$ cat src/inc/lrc_pkg.sv
/*
 * Shared constants, types and decode for the line interface reset and
 * line configuration register bank.
 * Assumes one system clock and a word-aligned register bus.
 */
package lrc_pkg;

	// Register indices; byte address is four times the index
	localparam logic [5:0] IDX_LINE_MODE         = 6'h00;
	localparam logic [5:0] IDX_COMMON_CTRL_THREE = 6'h02;
	localparam logic [5:0] IDX_LINE_CONFIG_A     = 6'h03;
	localparam logic [5:0] IDX_LINE_CONFIG_B     = 6'h04;
	localparam logic [5:0] IDX_LINE_STATUS       = 6'h06;

	// Value of every writeable register after reset
	localparam logic [7:0] REG_RESET = 8'h00;

	// Field positions in line mode and common control three
	localparam int BIT_E1_T1_SELECT   = 7;
	localparam int BIT_TX_ALL_ONES_N  = 7;
	localparam int BIT_LINE_IF_RESET  = 2;

	// Field positions in line config A
	localparam int CFGA_BUILDOUT_HI = 7;
	localparam int CFGA_BUILDOUT_LO = 5;
	localparam int CFGA_EQ_GAIN_LIM = 4;
	localparam int CFGA_JA_PLACE    = 3;
	localparam int CFGA_JA_DEPTH    = 2;
	localparam int CFGA_JA_DISABLE  = 1;
	localparam int CFGA_TX_PWR_DOWN = 0;

	// Field positions in line config B
	localparam int CFGB_BP_CLK_HI  = 7;
	localparam int CFGB_BP_CLK_LO  = 6;
	localparam int CFGB_MON_HI     = 5;
	localparam int CFGB_MON_LO     = 4;
	localparam int CFGB_RX_SYNC    = 3;
	localparam int CFGB_TX_SYNC    = 2;
	localparam int CFGB_RX_TERM_HI = 1;
	localparam int CFGB_RX_TERM_LO = 0;

	// Field positions in line status
	localparam int STAT_LINE_IF_RESET_BIT_SEEN = 0;
	localparam int STAT_ALL_ONES   = 1;
	localparam int STAT_TX_OFF     = 2;
	localparam int STAT_JA_IN_TX   = 3;

	// Decoded figures
	localparam logic [7:0]  JA_BITS_DEEP    = 8'h80;
	localparam logic [7:0]  JA_BITS_SHALLOW = 8'h20;
	localparam logic [14:0] BP_KHZ_16384    = 15'h4000;
	localparam logic [14:0] BP_KHZ_8192     = 15'h2000;
	localparam logic [14:0] BP_KHZ_4096     = 15'h1000;
	localparam logic [14:0] BP_KHZ_2048     = 15'h0800;
	localparam logic [11:0] SYNC_KHZ_E1     = 12'h800;
	localparam logic [11:0] SYNC_KHZ_T1     = 12'h608;

	// Transmitter mode, Gray coded along off, ones, data
	typedef enum logic [1:0] {
		TXM_OFF  = 2'b00,
		TXM_ONES = 2'b01,
		TXM_DATA = 2'b11,
		TXM_SYNC = 2'b10
	} lrc_tx_mode_t;

	// Decoded line settings for the analog and clock blocks
	typedef struct packed {
		logic [2:0]  buildout;  // Pulse shape code
		logic [5:0]  rxSensDb;  // Sensitivity, minus dB
		logic        jaInRx;    // Attenuator in receive path
		logic        jaInTx;    // Attenuator in transmit path
		logic [7:0]  jaBits;    // Elastic depth, 0 when bypassed
		logic [14:0] bpClkKhz;  // Backplane clock rate
		logic [5:0]  monGainDb; // Monitor gain boost
		logic        rxSyncEn;  // Receiver takes sync signal
		logic        txSyncEn;  // Transmitter sends sync signal
		logic [11:0] syncKhz;   // Sync signal rate, kHz
		logic [6:0]  rxTermOhm; // Termination, 0 when off
		logic        txPwrDown; // Transmitter powered down
	} lrc_line_cfg_t;

	// Decode the two config registers and the line standard
	function automatic lrc_line_cfg_t lrc_decode(
		input logic [7:0] a, input logic [7:0] b, input logic t1);
		lrc_line_cfg_t c;
		c.buildout = a[CFGA_BUILDOUT_HI:CFGA_BUILDOUT_LO];
		case ({a[CFGA_EQ_GAIN_LIM], t1})
			2'b00:   c.rxSensDb = 6'h0c;
			2'b10:   c.rxSensDb = 6'h2b;
			2'b11:   c.rxSensDb = 6'h1e;
			default: c.rxSensDb = 6'h24;
		endcase
		c.jaInRx = !a[CFGA_JA_DISABLE] && !a[CFGA_JA_PLACE];
		c.jaInTx = !a[CFGA_JA_DISABLE] && a[CFGA_JA_PLACE];
		c.jaBits = a[CFGA_JA_DISABLE] ? 8'h00 :
			(a[CFGA_JA_DEPTH] ? JA_BITS_SHALLOW : JA_BITS_DEEP);
		case (b[CFGB_BP_CLK_HI:CFGB_BP_CLK_LO])
			2'b00:   c.bpClkKhz = BP_KHZ_16384;
			2'b01:   c.bpClkKhz = BP_KHZ_8192;
			2'b10:   c.bpClkKhz = BP_KHZ_4096;
			default: c.bpClkKhz = BP_KHZ_2048;
		endcase
		case (b[CFGB_MON_HI:CFGB_MON_LO])
			2'b00:   c.monGainDb = 6'h00;
			2'b01:   c.monGainDb = 6'h14;
			2'b10:   c.monGainDb = 6'h1a;
			default: c.monGainDb = 6'h20;
		endcase
		c.rxSyncEn = b[CFGB_RX_SYNC];
		c.txSyncEn = b[CFGB_TX_SYNC];
		c.syncKhz  = t1 ? SYNC_KHZ_T1 : SYNC_KHZ_E1;
		case (b[CFGB_RX_TERM_HI:CFGB_RX_TERM_LO])
			2'b00:   c.rxTermOhm = 7'h00;
			2'b01:   c.rxTermOhm = 7'h78;
			2'b10:   c.rxTermOhm = 7'h64;
			default: c.rxTermOhm = 7'h4b;
		endcase
		c.txPwrDown = a[CFGA_TX_PWR_DOWN];
		return c;
	endfunction : lrc_decode

	// Decoded settings for all-zero registers
	localparam lrc_line_cfg_t CFG_RESET =
		lrc_decode(REG_RESET, REG_RESET, 1'b0);

endpackage : lrc_pkg

$ cat src/core/lrc_line_tx.sv
/*
 * Line output stage: picks power-down, all ones, sync signal or data
 * and drives the two line rails with an output enable.
 * Assumes the bit strobe and data come from logic on clk_sys.
 */
`timescale 1ns/1ps
module lrc_line_tx (
	// Clock, reset, enable
	input  wire logic clk_sys,
	input  wire logic lineRst,
	input  wire logic ce,
	// Mode controls
	input  wire logic powerDown,
	input  wire logic allOnes,
	input  wire logic syncEn,
	// Transmit data
	input  wire logic bitStrobe,
	input  wire logic dataPos,
	input  wire logic dataNeg,
	// Line rails
	output logic      linePos,
	output logic      lineNeg,
	output logic      lineOe
);
	import lrc_pkg::*;

	lrc_tx_mode_t mode;      // Current mode
	lrc_tx_mode_t next_mode; // Mode for the next cycle
	logic         markPhase; // Alternating mark polarity

	// Power-down first, then all ones, then sync signal
	always_comb begin
		if (powerDown)
			next_mode = TXM_OFF;
		else if (allOnes)
			next_mode = TXM_ONES;
		else if (syncEn)
			next_mode = TXM_SYNC;
		else
			next_mode = TXM_DATA;
	end

	// Mode register; reset leaves the line sending ones
	always_ff @(posedge clk_sys) begin
		if (lineRst)
			mode <= TXM_ONES;
		else if (ce)
			mode <= next_mode;
	end

	// Mark polarity flips with every all-ones mark sent
	always_ff @(posedge clk_sys) begin
		if (lineRst)
			markPhase <= 1'b0;
		else if (ce && bitStrobe && next_mode == TXM_ONES)
			markPhase <= !markPhase;
	end

	// Rail drive and enable
	always_ff @(posedge clk_sys) begin
		if (lineRst) begin
			linePos <= 1'b0;
			lineNeg <= 1'b0;
			lineOe  <= 1'b1;
		end else if (ce) begin
			lineOe <= (next_mode != TXM_OFF);
			case (next_mode)
				TXM_OFF: begin
					linePos <= 1'b0;
					lineNeg <= 1'b0;
				end
				TXM_ONES: if (bitStrobe) begin
					linePos <= !markPhase;
					lineNeg <= markPhase;
				end
				TXM_SYNC: if (bitStrobe) begin
					linePos <= !linePos;
					lineNeg <= 1'b0;
				end
				TXM_DATA: if (bitStrobe) begin
					linePos <= dataPos;
					lineNeg <= dataNeg;
				end
				default: begin
					linePos <= 1'b0;
					lineNeg <= 1'b0;
				end
			endcase
		end
	end
endmodule : lrc_line_tx

$ cat src/core/lrc_reset_line_cfg.sv
/*
 * Reset handling and line configuration registers of a single
 * channel line interface, with an Avalon-MM slave and a line stage.
 * Assumes clk_sys at 20 MHz; the hardware reset pin is asynchronous.
 */
//
// How it works
// - Power-up loads all writeable registers with zero
// - Power-up clears status and information registers
// - All-ones bit zero sends unframed all ones
// - Low hardware reset pin restores defaults anytime
// - Config A bits 7..5 select build-out
// - Gain limit with line standard sets sensitivity
// - Placement bit puts attenuator in rx or tx
// - Depth bit selects 128 or 32 bits
// - Two bits select backplane clock rate
// - Two bits select monitor gain boost
// - Receive sync bit accepts sync signal instead
// - Transmit sync bit sends sync signal instead
// - Two bits select receive termination
// - All-ones bit one transmits data normally
`timescale 1ns/1ps
module lrc_reset_line_cfg (
	// Clock, reset, enable
	input  wire logic                  clk_sys,
	input  wire logic                  sys_rst,
	input  wire logic                  ce,
	// Hardware reset pin, active low, asynchronous
	input  wire logic                  hwResetN,
	// Avalon-MM slave
	input  wire logic [7:0]            avs_address,
	input  wire logic                  avs_read,
	input  wire logic                  avs_write,
	input  wire logic [31:0]           avs_writedata,
	input  wire logic [3:0]            avs_byteenable,
	output logic      [31:0]           avs_readdata,
	output logic                       avs_waitrequest,
	// Transmit data from the coder
	input  wire logic                  txBitStrobe,
	input  wire logic                  txDataPos,
	input  wire logic                  txDataNeg,
	// Line output rails
	output logic                       lineOutPos,
	output logic                       lineOutNeg,
	output logic                       lineOutOe,
	// Settings for the analog and clock blocks
	output lrc_pkg::lrc_line_cfg_t     lineCfg,
	output logic                       lineIfResetPulse
);
	import lrc_pkg::*;

	// Hardware reset synchroniser
	logic       hwRstMeta;  // First stage
	logic       hwRstSync;  // Second stage, low means reset
	logic       regClear;   // Any reset of the register bank

	// Register contents
	logic       e1T1Select; // Line standard, 1 is T1
	logic [7:0] commonCtrlThree;
	logic [7:0] lineConfigA;
	logic [7:0] lineConfigB;
	logic       lirstSeen;  // Sticky line reset event

	// Bus decode
	logic [5:0] busIdx;     // Word index of the access
	logic       busAligned; // Low address bits zero
	logic       wrEn;       // Write taking effect now
	logic       rdTake;     // Read being latched now
	logic [7:0] rdMux;      // Selected read value
	logic [7:0] statusWord; // Live status view
	logic       lirstPrev;  // Line reset bit, last cycle
	logic       lirstRise;  // Line reset bit went high

	// Two flops before the pin is used; only stage two is read
	always_ff @(posedge clk_sys) begin
		if (sys_rst) begin
			hwRstMeta <= 1'b0;
			hwRstSync <= 1'b0;
		end else if (ce) begin
			hwRstMeta <= hwResetN;
			hwRstSync <= hwRstMeta;
		end
	end

	// Power-up and the level-sensitive pin both clear the bank
	assign regClear = sys_rst || !hwRstSync;

	// Address decode shared by reads and writes
	assign busIdx     = avs_address[7:2];
	assign busAligned = (avs_address[1:0] == 2'b00);
	assign wrEn = ce && avs_write && !avs_waitrequest &&
		busAligned && avs_byteenable[0];
	assign rdTake = ce && avs_read && avs_waitrequest;

	// One wait cycle per access, then release
	always_ff @(posedge clk_sys) begin
		if (sys_rst)
			avs_waitrequest <= 1'b1;
		else if (ce)
			avs_waitrequest <= !((avs_read || avs_write) &&
				avs_waitrequest);
	end

	// Line standard select, held in line mode bit 7
	always_ff @(posedge clk_sys) begin
		if (regClear)
			e1T1Select <= REG_RESET[BIT_E1_T1_SELECT];
		else if (wrEn && busIdx == IDX_LINE_MODE)
			e1T1Select <= avs_writedata[BIT_E1_T1_SELECT];
	end

	// Common control three
	always_ff @(posedge clk_sys) begin
		if (regClear)
			commonCtrlThree <= REG_RESET;
		else if (wrEn && busIdx == IDX_COMMON_CTRL_THREE)
			commonCtrlThree <= avs_writedata[7:0];
	end

	// Line config A
	always_ff @(posedge clk_sys) begin
		if (regClear)
			lineConfigA <= REG_RESET;
		else if (wrEn && busIdx == IDX_LINE_CONFIG_A)
			lineConfigA <= avs_writedata[7:0];
	end

	// Line config B
	always_ff @(posedge clk_sys) begin
		if (regClear)
			lineConfigB <= REG_RESET;
		else if (wrEn && busIdx == IDX_LINE_CONFIG_B)
			lineConfigB <= avs_writedata[7:0];
	end

	// Edge detect on the line interface reset bit
	always_ff @(posedge clk_sys) begin
		if (regClear)
			lirstPrev <= 1'b0;
		else if (ce)
			lirstPrev <= commonCtrlThree[BIT_LINE_IF_RESET];
	end
	assign lirstRise = ce && !lirstPrev &&
		commonCtrlThree[BIT_LINE_IF_RESET];

	// Software sets the bit after programming; one pulse per rise
	always_ff @(posedge clk_sys) begin
		if (regClear)
			lineIfResetPulse <= 1'b0;
		else if (ce)
			lineIfResetPulse <= lirstRise;
	end

	// Sticky event; a new event beats a same-cycle clear
	always_ff @(posedge clk_sys) begin
		if (regClear)
			lirstSeen <= 1'b0;
		else if (lirstRise)
			lirstSeen <= 1'b1;
		else if (wrEn && busIdx == IDX_LINE_STATUS &&
			avs_writedata[STAT_LINE_IF_RESET_BIT_SEEN])
			lirstSeen <= 1'b0;
	end

	// Live status view; unused bits read zero
	always_comb begin
		statusWord = 8'h00;
		statusWord[STAT_LINE_IF_RESET_BIT_SEEN] = lirstSeen;
		statusWord[STAT_ALL_ONES] =
			!commonCtrlThree[BIT_TX_ALL_ONES_N];
		statusWord[STAT_TX_OFF] = lineConfigA[CFGA_TX_PWR_DOWN];
		statusWord[STAT_JA_IN_TX] = lineCfg.jaInTx;
	end

	// Read selection; unmapped or misaligned reads give zero
	always_comb begin
		rdMux = 8'h00;
		if (busAligned) begin
			case (busIdx)
				IDX_LINE_MODE:
					rdMux[BIT_E1_T1_SELECT] = e1T1Select;
				IDX_COMMON_CTRL_THREE: rdMux = commonCtrlThree;
				IDX_LINE_CONFIG_A:     rdMux = lineConfigA;
				IDX_LINE_CONFIG_B:     rdMux = lineConfigB;
				IDX_LINE_STATUS:       rdMux = statusWord;
				default:               rdMux = 8'h00;
			endcase
		end
	end

	// Read data latched on the wait cycle, stands when released
	always_ff @(posedge clk_sys) begin
		if (sys_rst)
			avs_readdata <= 32'h00000000;
		else if (rdTake)
			avs_readdata <= {24'h000000, rdMux};
	end

	// Decoded settings, registered for the outside blocks
	always_ff @(posedge clk_sys) begin
		if (regClear)
			lineCfg <= CFG_RESET;
		else if (ce)
			lineCfg <= lrc_decode(lineConfigA, lineConfigB,
				e1T1Select);
	end

	// Line output stage
	lrc_line_tx u_line_tx (
		.clk_sys   (clk_sys),
		.lineRst   (regClear),
		.ce        (ce),
		.powerDown (lineConfigA[CFGA_TX_PWR_DOWN]),
		.allOnes   (!commonCtrlThree[BIT_TX_ALL_ONES_N]),
		.syncEn    (lineConfigB[CFGB_TX_SYNC]),
		.bitStrobe (txBitStrobe),
		.dataPos   (txDataPos),
		.dataNeg   (txDataNeg),
		.linePos   (lineOutPos),
		.lineNeg   (lineOutNeg),
		.lineOe    (lineOutOe)
	);
endmodule : lrc_reset_line_cfg

$ cat config.mk
export PLATFORM = sky130hd
export DESIGN_NAME = lrc_reset_line_cfg
export DESIGN_NICKNAME = d
export VERILOG_FILES = /design/src/inc/lrc_pkg.sv /design/src/core/lrc_line_tx.sv /design/src/core/lrc_reset_line_cfg.sv
export SDC_FILE = /design/constraint.sdc
export NUM_CORES = 1
export LEC_CHECK = 0
export ABC_CLOCK_PERIOD_IN_PS = 2000
export CAP_MARGIN = 20
export CORE_ASPECT_RATIO = 1.75
export CORE_MARGIN = 3
export CORE_UTILIZATION = 55
export DETAILED_ROUTE_END_ITERATION = 7
export DONT_BUFFER_PORTS = 1
export PLACE_DENSITY_LB_ADDON = 0.15
export SETUP_SLACK_MARGIN = 0.02
export SYNTH_ARGS = -nofsm -noshare
export SYNTH_HDL_FRONTEND = slang
export SYNTH_SLANG_ARGS = --single-unit
export TNS_END_PERCENT = 5
$ cat constraint.sdc
create_clock -name clk_sys -period 2 [get_ports clk_sys]
set_clock_uncertainty 0.2 [all_clocks]
set_input_delay 0.3 -clock clk_sys [delete_from_list [all_inputs] [get_ports clk_sys]]
set_output_delay 0.3 -clock clk_sys [all_outputs]
set_load 0.05 [all_outputs]
* After elaboration in Yosys (flattened, before gate mapping)
Index checks and enable logic that the tools add are counted.
Widths: inputs -> output; s select.
** Operators by class
- Add/sub/neg operators :: 0
- $mul :: 0
- Divide/modulo/power cells :: 0
- $lt $le $gt $ge :: 0
- Equal/unequal tests :: 18
- Shift-type cells :: 0
- Multiplexer cells :: 23
- Bitwise gates (word level) :: 0
- Reduce and logical (&&, ||, !) cells :: 40
** Operators with widths (count)
- $pmux 15 s3 :: 1
- $pmux 6 s3 :: 2
- $pmux 7 s4 :: 1
- $mux 8 :: 3
- $pmux 7 s3 :: 1
- $logic_and 1x1->1 :: 19
- $eq 2x2->1 const B :: 7
- $eq 6x2->1 const B :: 2
- $eq 6x3->1 const B :: 2
- $logic_not 2->1 :: 6
- $mux 12 :: 1
- $pmux 1 s4 :: 3
- $logic_not 1->1 :: 9
- $mux 1 :: 9
- $eq 2x1->1 const B :: 4
- $logic_not 6->1 :: 1
- $ne 2x2->1 const B :: 3
- $mux 2 :: 2
- $reduce_and 4->1 :: 1
- $reduce_bool 2->1 :: 2
- $logic_or 1x1->1 :: 2
** Word-level totals
- Bits in registers :: 105
- Latch bits :: 0
- Bits in writable memories :: 0
- Bits in read-only memories :: 0
- Output and inout bits :: 99
- Memories kept :: 0

* Longest topological paths before layout
Gate-level depths: netlist (run 1).
- Word-level depth :: 8
- Depth in mapped cells :: 6
- Depth with buffers taken out :: 5

* Modules after synthesis
A second synthesis (run 1) with hierarchy kept.
** Unflattened totals
- Cell total of the unflattened synthesis :: 403
- Area total of the unflattened synthesis :: 3746.1 sq um
** By module, submodules not included
- lrc_reset_line_cfg :: times used 1, cells an instance 381, area each 3538.4 sq um, seq. area each 1421.4 sq um
- lrc_line_tx :: times used 1, cells an instance 22, area each 207.7 sq um, seq. area each 80.1 sq um

* Least setup slack after synthesis (run 1)
No wires, ideal clock.
- Path kind :: reg-to-reg
- Start point :: reg avs_waitrequest
- End point :: reg lineConfigA[6]
- Data arrival time :: 1464 ps
- Slack :: 267 ps
- Cell stages (with the launch flop) :: 6
- Buffers on the path :: 1
- Period minus slack after synthesis :: 1733 ps
- Cells stage by stage :: dfxtp_1 and4b_2 nand4_2 buf_2 nand3_1 o21ai_1
** On the way
- Longest elaborated chain between the ends :: 5
** Ends and longest elaborated chain
- from (decl) :: line lrc_reset_line_cfg.sv:37 : output logic avs_waitrequest,
- from (signal assigned) :: line lrc_reset_line_cfg.sv:100 : avs_waitrequest <= !((avs_read || avs_write) &&
- $logic_not 1->1 :: line lrc_reset_line_cfg.sv:91 : assign wrEn = ce && avs_write && !avs_waitrequest &&
- $logic_and 1x1->1 (2 in a row) :: line lrc_reset_line_cfg.sv:91
- $logic_and 1x1->1 :: line lrc_reset_line_cfg.sv:92 : busAligned && avs_byteenable[0];
- $logic_and 1x1->1 :: line lrc_reset_line_cfg.sv:124 : else if (wrEn && busIdx == IDX_LINE_CONFIG_A)
- to (signal assigned) :: line lrc_reset_line_cfg.sv:125 : lineConfigA <= avs_writedata[7:0];
- to (decl) :: line lrc_reset_line_cfg.sv:60 : logic [7:0] lineConfigA;
Every way passes these cells.
A chain may end at the register's enable or synchronous reset.

* Worst setup path after layout (run 1)
- Start point :: reg avs_waitrequest
- End point :: reg avs_waitrequest
** On the way
- Longest elaborated chain between the ends :: 2
** Ends and longest elaborated chain (line)
- $logic_and 1x1->1 :: lrc_reset_line_cfg.sv:100
- $logic_not 1->1 :: lrc_reset_line_cfg.sv:100
Every way passes these cells.

==> impl_results.md, run 1 <==
* GRT Resource Usage Total at 0.2127
* Multi-input logic area at 1664 um2
* Fin crit period at 1.736 ns
* Dominant cell type by area after synthesis: dfxtp_1
* Unrepaired setup endpoints after global routing: false
* Required @ worst endpoint at 2.04 ns
* IO Count at 152
* Placer Congestion at 0.8586
* Top sig layer: met4
* Row cnt at 37
* Die footprint at 7426 um2
* Net Sw Power at 803.8 uW
* Crit-path slowest cell: dlygate4sd3_1
* CTS Buf Count at 9
* EDFF count, synth at 0
* Grt ovf at 0
* Post-Synthesis Cells at 399
* Asr flop ratio synth at 0
* Die span in x at 66.44 um
* Post-Route WL at 7499 um
* Final Hold Viols at 0
* CP Class: flip-flop to flip-flop
* Combinational Power Share at 0.109
* First-pass GRT wire length at 12190 um
* Fin nets at 479
* Post-route setup TNS at 0 ns
* Share of layout cells above drive strength 1 at 0.09785
* Clock Sinks at 75
* Drt first pass iters at 4
* Final Slew Violations at 0
* Met3 routed WL at 538 um
* Final HPWL DP at 5488 um
* Maxcap violations at 0
* Vias per cell at 5.328
* Area share of the largest cell type after synthesis at 0.4270
* Buffers added on ports at 0
* Sequential area share after synthesis at 0.4270
* Fmax at 576.1 MHz
* Cell Chain, Critical Path: buf_4 > o211ai_1 > dlygate4sd3_1 > o21ai_0 > nand2b_1
* Worst Hold Class: input pin to flip-flop
* WL/cell at 15.09 um
* Power per cell area at 806.7 nW/um2
* Switching Fraction at 0.2634
* Pleak at 1.478 nW
* Layout area overhead at 7.616%
* Worst Max-Slew Pin Slew at 0.5448 ns
* Initial antenna violation count at 0
* Max_slew headroom at 0.6363
* Final setup fails at 0
* CTS tree: built
* Yosys reg bits at 75
* H-tree depth at 3
* Worst path arrival time at 1.77 ns
* Vias in the first global route at 2497
* Clock root cell: clkbuf_8
* Worst-path maximum fanout at 3
* Final WS setup at 0.2642 ns
* Run status: finished clean
* Detailed Route Iter0 Violations at 117
* Height of the die at 111.8 um
* Yosys warns at 0
* # Post-CTS Setup Buffers at 0
* Max stage delay on crit path at 0.59 ns
* Mapped Area at 3516 um2
* Worst-path clk slew at 0.07 ns
* Clock share of power at 0.398
* Crit path launch type: flip-flop
* Worst-skew pair later-pin latency at 0.34 ns
* # DRC at 0
* Syn avg cell area at 8.812 um2
* Pre-CTS setup slack at 0.3678 ns
* CTS max path bufs at 2
* Core area at 6018 um2
* Fin crit share at 0.8679
* Largest net degree at the start of global routing at 41
* Sequential cell area at 1501 um2
* Peak supply drop at 0.5179 mV
* Initial Util at 0.5842
* Total chip power at 3.052 mW
* Vias at 2648
* Netlist cell types at 42
* Filler cells at 568
* Reg power frac at 0.493
* Routed Antenna Nets at 0
* Internal power at 2.248 mW
* Antenna cells at 0
* Met2 routed WL at 3936 um
* Top_reg_cell synth: dfxtp_1
* Crit. End Element: flip-flop
* Wl on met1 at 2809 um
* Ranking of synthesized cells by area: dfxtp_1, buf_4, mux2i_1
* Cts repair resizes at 0
-- sequential cells by signal, summed over array words and instances, names as in the netlist, 8 cells and up --
| name | count |
|---|---|
| avs_readdata | 8 |
| lineConfigA | 8 |
| commonCtrlThree | 8 |
| lineConfigB | 8 |
| lineCfg | 32 |
-- through the flow --
step                instances    util  hold slack (ns)  instance area, um2
floorplan                 448       -           0.1724                3700
global placement          467  0.5678           0.1761                3417
detailed placement        467  0.5678           0.1791                3417
CTS                       497  0.6287         0.002941                3784
global route              497  0.6287          0.03869                3784
finish                    497  0.6287          0.01802                3784
-- per-layer routing --
metal,up-vias,track usage
met5,-,0
met2,105,0.3676
met1,1230,0.2356
li1,1297,-
met3,16,0.05247
met4,0,0.1018
-- final timing paths --
path	startpoint	to	slack, ns	depth (start not counted)
max	avs_waitrequest	avs_waitrequest	0.26	5
min	ce	lineCfg[41]	0.02	4
max reg2reg	avs_waitrequest	avs_waitrequest	0.26	5
min reg2reg	commonCtrlThree[4]	commonCtrlThree[4]	0.26	2
-- synthesized netlist by cell type, drive strengths merged (4+ instances only) --
cell type / n
a22o: 4
ha: 11
dfxtp: 75
mux2i: 18
a21oi: 15
nor2: 32
nor3: 4
o21ai: 43
inv: 9
nor2b: 6
clkbuf: 10
buf: 65
a22oi: 7
nand2: 33
a2bb2oi: 4
nand3: 28
a211oi: 4
nand4: 4
-- placed cells by master, fill, tap and decap left out, drive strengths merged, types with 7 or more instances in the layout --
| cell type | count |
|---|---|
| a21oi | 15 |
| a22oi | 7 |
| buf | 17 |
| clkbuf | 10 |
| conb | 50 |
| dfxtp | 75 |
| dlygate4sd3 | 14 |
| ha | 11 |
| inv | 9 |
| mux2i | 18 |
| nand2 | 33 |
| nand3 | 28 |
| nor2 | 32 |
| o21ai | 43 |
-- cells by family after synthesis --
family / after synthesis / synth area share
compound gates: 87 / 0.1480
xor+xnor: 1 / 0.002492
fa+ha+maj: 11 / 0.03915
buf+inv: 84 / 0.1527
flops: 75 / 0.4270
mux: 21 / 0.06085
other cells: 1 / 0.001067
simple gates: 119 / 0.1687
-- what timing repair did --
action	in CTS	in global routing
endpoints found under the setup margin	0	0
hold endpoints to repair	63	0
hold buffers	15	0
-- power by group through the flow --
stage | sequential [mW] | combinational, mW | clock, mW
5_1_grt | 1.50 | 0.349 | 1.31
6_report | 1.50 | 0.332 | 1.22
3_5_place_dp | 1.54 | 0.285 | 0
4_1_cts | 1.50 | 0.330 | 1.25
2_1_floorplan | 1.54 | 0.362 | 0
3_3_place_gp | 1.54 | 0.285 | 0
-- critical path: cells and delay by family, from the launching register on --
family	cells	cell delay (ns)
flops	1	0.35
buf+inv	2	0.80
compound gates	2	0.21
simple gates	1	0.07
-- area by class of cell --
class	instances	share of cell area
clock buffers	10	0.03373
multi-input cells	289	0.4398
flip-flops and latches	75	0.3968
inverters	9	0.008929
repair buffers	31	0.07407
well taps	78	0.02579
clock inverters	5	0.02083
Power figures use the tool's default switching activity.
==> run 2, diff against run 1 <==
--- a/config.mk
+++ b/config.mk
@@ -9,7 +9,7 @@
 export CAP_MARGIN = 20
 export CORE_ASPECT_RATIO = 1.75
 export CORE_MARGIN = 3
-export CORE_UTILIZATION = 55
+export CORE_UTILIZATION = 63
 export DETAILED_ROUTE_END_ITERATION = 7
 export DONT_BUFFER_PORTS = 1
 export PLACE_DENSITY_LB_ADDON = 0.15
==> impl_results.md, run 2 (synthesis gave the netlist of run 1 again) <==
* Placer Congestion at 0.8512 (-0.86%)
* Buffers added on ports at 0 (unchanged)
* Largest net degree at the start of global routing at 41 (unchanged)
* Maxcap violations at 0 (unchanged)
* Detailed Route Iter0 Violations at 175 (+50%)
* Vias at 2666 (+0.68%)
* Hold buffers post-CTS at 15 (unchanged)
* Power per cell area at 799.4 nW/um2 (-0.91%)
* Initial Util at 0.6581 (+0.07388)
* Clock share of power at 0.393 (-0.005)
* Final Hold Viols at 0 (unchanged)
* Max reg flops at 32 (unchanged)
* GRT Resource Usage Total at 0.2350 (+0.02231)
* Final setup fails at 0 (unchanged)
* Most frequent cells in the layout: dfxtp_1, conb_1, nand2_1
* Post-route setup TNS at 0 ns (unchanged)
* Reg power frac at 0.497 (+0.004)
* # Post-CTS Setup Buffers at 0 (unchanged)
* Routed Antenna Nets at 0 (unchanged)
* Worst Hold Class: input pin to flip-flop
* Worst-skew pair later-pin latency at 0.34 ns (about the same)
* Share of layout cells above drive strength 1 at 0.09569 (-0.002158)
* Required @ worst endpoint at 2.06 ns (+0.02 ns)
* Post-Route WL at 7624 um (+1.7%)
* CTS max path bufs at 2 (unchanged)
* Worst Max-Slew Pin Slew at 0.5491 ns (+0.004259 ns)
* Die span in x at 62.47 um (-6.0%)
* Clock root cell: clkbuf_8
* CTS tree: built
* Fin crit period at 1.732 ns (-0.003639 ns)
* Max_slew headroom at 0.6335 (-0.002842)
* Grt ovf at 0 (unchanged)
* Worst path arrival time at 1.80 ns (+0.03 ns)
* Pleak at 1.477 nW (about the same)
* Crit path launch type: flip-flop
* WL/cell at 15.50 um (+2.7%)
* Row cnt at 35 (-5.4%)
* Initial antenna violation count at 0 (unchanged)
* Fmax at 577.3 MHz (+0.21%)
* Unrepaired setup endpoints after global routing: false
* Most flops, register: lineCfg
* Worst-path clk slew at 0.08 ns (about the same)
* Worst-path maximum fanout at 6 (+3)
* Clock Sinks at 75 (unchanged)
* Antenna cells at 0 (unchanged)
* Run status: finished clean
* Final HPWL DP at 5431 um (-1.0%)
* CTS Buf Count at 9 (unchanged)
* Die footprint at 6548 um2 (-12%)
* Crit. End Element: flip-flop
* IO Count at 152 (unchanged)
* Fin crit share at 0.8661 (-0.001820)
* Commonest non-fill, non-tap cell in the layout: dfxtp_1
* Vias per cell at 5.419 (+1.7%)
* Height of the die at 104.8 um (-6.2%)
* CP Class: flip-flop to flip-flop
* Vias in the first global route at 2502 (+0.20%)
* First-pass GRT wire length at 12140 um (-0.34%)
* Net Sw Power at 827.7 uW (+3.0%)
* Internal power at 2.199 mW (-2.2%)
* # DRC at 0 (unchanged)
* H-tree depth at 3 (unchanged)
* Cts repair resizes at 0 (unchanged)
* Fin nets at 477 (-0.42%)
* Peak supply drop at 0.6573 mV (+27%)
* Layout area overhead at 7.687% (about the same)
* Combinational Power Share at 0.111 (+0.002)
* Core area at 5343 um2 (-11%)
* Switching Fraction at 0.2735 (+0.01012)
* Hold slack at 0.01230 ns (-0.005712 ns)
* Final Slew Violations at 0 (unchanged)
* Drt first pass iters at 4 (unchanged)
==> run 2: cell type report <==
type                       count  area [um2]
clock inverter                 4       48.80
clock buffer                  12       155.1
multi-input combinational    289        1664
sequential                    75        1501
tap                           74       92.59
inverter                       9       33.78
timing repair buffer          29       290.3
fill                         468        1556
==> run 2: layer usage <==
layer	routed length (um)	vias to the layer above	track usage
li1	-	1304	-
met1	3015	1237	0.2618
met2	3912	112	0.4148
met3	551	13	0.06452
met4	144	0	0.09637
met5	0	-	0
==> run 2: stage by stage <==
| stage | cells | power [mW] | worst slack, ns | util | cell area, um2 |
|---|---|---|---|---|---|
| CTS | 492 | 3.041 | 0.2607 | 0.7087 | 3786 |
| floorplan | 448 | 1.906 | 0.2667 | - | 3700 |
| global placement | 461 | 1.824 | 0.3674 | 0.6405 | 3422 |
| finish | 492 | 3.027 | 0.2678 | 0.7087 | 3786 |
| global route | 492 | 3.119 | 0.1429 | 0.7087 | 3786 |
| detailed placement | 461 | 1.826 | 0.2835 | 0.6405 | 3422 |
==> run 2: power groups by stage <==
stage / sequential, mW / clock (mW) / combinational [mW]
after detailed placement: 1.54 / 0 / 0.288
after CTS: 1.50 / 1.21 / 0.332
after global placement: 1.54 / 0 / 0.286
final: 1.50 / 1.19 / 0.335
after floorplan: 1.54 / 0 / 0.362
after global routing: 1.50 / 1.27 / 0.348
==> run 2: worst paths after layout <==
check | startpoint | end | slack [ns] | depth (start not counted)
worst max-delay path | avs_waitrequest | avs_readdata[6] | 0.27 | 5
worst min register to register | commonCtrlThree[5] | commonCtrlThree[5] | 0.26 | 2
worst max register to register | avs_waitrequest | avs_readdata[6] | 0.27 | 5
worst min-delay path | ce | lineCfg[41] | 0.01 | 4
==> run 2: critical path, stage by stage, from the launching register on <==
cell	delay, ns
dfxtp_1	0.33
buf_4	0.21
and3_1	0.27
nand4b_2	0.19
o21bai_1	0.24
o21ai_0	0.20
==> run 3, diff against run 2 <==
--- a/config.mk
+++ b/config.mk
@@ -10,6 +10,7 @@
 export CORE_ASPECT_RATIO = 1.75
 export CORE_MARGIN = 3
 export CORE_UTILIZATION = 63
+export CTS_BUF_LIST = sky130_fd_sc_hd__clkbuf_16
 export DETAILED_ROUTE_END_ITERATION = 7
 export DONT_BUFFER_PORTS = 1
 export PLACE_DENSITY_LB_ADDON = 0.15
==> impl_results.md, run 3 (synthesis gave the netlist of run 1 again) <==
* Most frequent cells in the layout: dfxtp_1, conb_1, nand2_1
* Die span in x at 62.47 um (unchanged)
* Antenna cells at 0 (unchanged)
* Fmax at 566.9 MHz (-1.8%)
* Crit path launch type: flip-flop
* Final Slew Violations at 0 (unchanged)
* Post-Place Cells at 461 (unchanged)
* Post-route setup TNS at 0 ns (unchanged)
* Share of layout cells above drive strength 1 at 0.09135 (-0.004348)
* Max reg flops at 32 (unchanged)
* Worst-path clk slew at 0.06 ns (-0.02 ns)
* Unrepaired setup endpoints after global routing: false
* Worst-path maximum fanout at 6 (unchanged)
* Drt first pass iters at 4 (unchanged)
* Critical path endpoint: avs_readdata[6]
* Detailed Route Iter0 Violations at 151 (-14%)
* R2R setup slack at 0.24 ns (-0.03 ns)
* GRT Resource Usage Total at 0.2391 (+0.004098)
* Worst hold start: ce
* Maxcap violations at 0 (unchanged)
* Vias in the first global route at 2517 (+0.60%)
* Grt ovf at 0 (unchanged)
* Placer Congestion at 0.8512 (unchanged)
* Total chip power at 3.377 mW (+12%)
* Most flops, register: lineCfg
* Sequential cell area at 1501 um2 (unchanged)
* Initial antenna violation count at 0 (unchanged)
* Max_slew headroom at 0.6383 (+0.004841)
* Worst path arrival time at 1.81 ns (about the same)
* Initial Util at 0.6581 (unchanged)
* Largest net degree at the start of global routing at 38 (-7.3%)
* Clock Sinks at 75 (unchanged)
* First-pass GRT wire length at 12340 um (+1.6%)
* Pleak at 1.509 nW (+2.2%)
* Final Hold Viols at 0 (unchanged)
* Final setup fails at 0 (unchanged)
* Reg2reg start: avs_waitrequest
* Height of the die at 104.8 um (unchanged)
* CTS max path bufs at 2 (unchanged)
* Required @ worst endpoint at 2.05 ns (about the same)
* Core area at 5343 um2 (unchanged)
* Multi-input logic area at 1664 um2 (unchanged)
* Run status: finished clean
* Vias at 2692 (+0.98%)
* CTS tree: built
* Crit. End Element: flip-flop
* Finished Layout Cells at 490 (-0.41%)
* Fin crit period at 1.764 ns (+0.03184 ns)
* CTS Buf Count at 9 (unchanged)
* Critical R2R Capture: avs_readdata[6]
* H-tree depth at 3 (unchanged)
* Post-Route WL at 7775 um (+2.0%)
* Vias per cell at 5.494 (+1.4%)
* # DRC at 0 (unchanged)
* CP Class: flip-flop to flip-flop
* Max stage delay on crit path at 0.33 ns (about the same)
* Cts repair resizes at 0 (unchanged)
* Worst Hold Class: input pin to flip-flop
* R2r worst-path depth at 5 (unchanged)
* Row cnt at 35 (unchanged)
* IO Count at 152 (unchanged)
* Filler cells at 462 (-1.3%)
* Peak supply drop at 0.6001 mV (-8.7%)
* Crit. Startpoint: avs_waitrequest
* Cell Chain, Critical Path: buf_4 > and3_1 > nand4b_2 > o21bai_1 > o21ai_0
* Worst-skew pair later-pin latency at 0.33 ns (about the same)
* Die footprint at 6548 um2 (unchanged)
* Crit-path slowest cell: dfxtp_1
* Clock root cell: clkbuf_16
* Final HPWL DP at 5431 um (unchanged)
* Commonest non-fill, non-tap cell in the layout: dfxtp_1
* Buffers added on ports at 0 (unchanged)
* Layout area overhead at 9.431%
* Worst Max-Slew Pin Slew at 0.5418 ns (-0.007252 ns)
* Fin nets at 475 (-0.42%)
* Power per cell area at 877.8 nW/um2 (+9.8%)
* WL/cell at 15.87 um (+2.4%)
* Routed Antenna Nets at 0 (unchanged)
* Fin crit share at 0.8820 (+0.01592)
[run 3: cell type report]
class	count	area share
Clock buffer	9	0.05854
Timing Repair Buffer	27	0.07024
Multi-Input combinational cell	289	0.4325
Tap cell	74	0.02407
Clock inverter	7	0.01561
Sequential cell	75	0.3902
Inverter	9	0.008780
[run 3: where the power goes]
group	internal (mW)	switching [mW]	leakage, nW
clock network	0.949	0.592	0.145
registers	1.50	0.00652	0.605
logic	0.0559	0.275	0.759
total	2.50	0.873	1.51
[run 3: repair_timing]
item / in CTS / in global routing
setup buffers: 0 / 0
hold buffers: 13 / 0
endpoints found under the hold margin: 60 / 0
[run 3: critical path, delay by kind of cell, from the launching register on]
family | cells | cell delay (ns)
AO/OA/AOI/OAI | 2 | 0.45
AND/OR/NAND/NOR | 2 | 0.50
buffers and inverters | 1 | 0.21
flip-flops | 1 | 0.33
[run 3: worst min path at each step]
stage	endpoint	slack [ns]	cells after the start
floorplan	hwRstMeta	0.17	1
global placement	hwRstSync	0.18	1
detailed placement	hwRstSync	0.18	1
CTS	lineIfResetPulse	0.0006	2
global route	lineIfResetPulse	0.007	2
finish	lineCfg[54]	0.002	2
[run 3: through the flow]
stage / hold WS [ns] / worst slack, ns / instance area (um2) / util
finish: 0.002496 / 0.2360 / 3847 / 0.7201
global route: 0.006882 / 0.1257 / 3847 / 0.7201
CTS: 0.0005724 / 0.2482 / 3847 / 0.7201
detailed placement: 0.1784 / 0.2835 / 3422 / 0.6405
global placement: 0.1758 / 0.3674 / 3422 / 0.6405
floorplan: 0.1724 / 0.2667 / 3700 / -
[run 3: per-layer routing]
metal | vias up | GRT usage | routed length (um)
met3 | 15 | 0.05376 | 528
met2 | 110 | 0.4240 | 4058
met5 | - | 0 | 0
met1 | 1267 | 0.2661 | 3006
met4 | 0 | 0.1122 | 182
li1 | 1300 | - | -
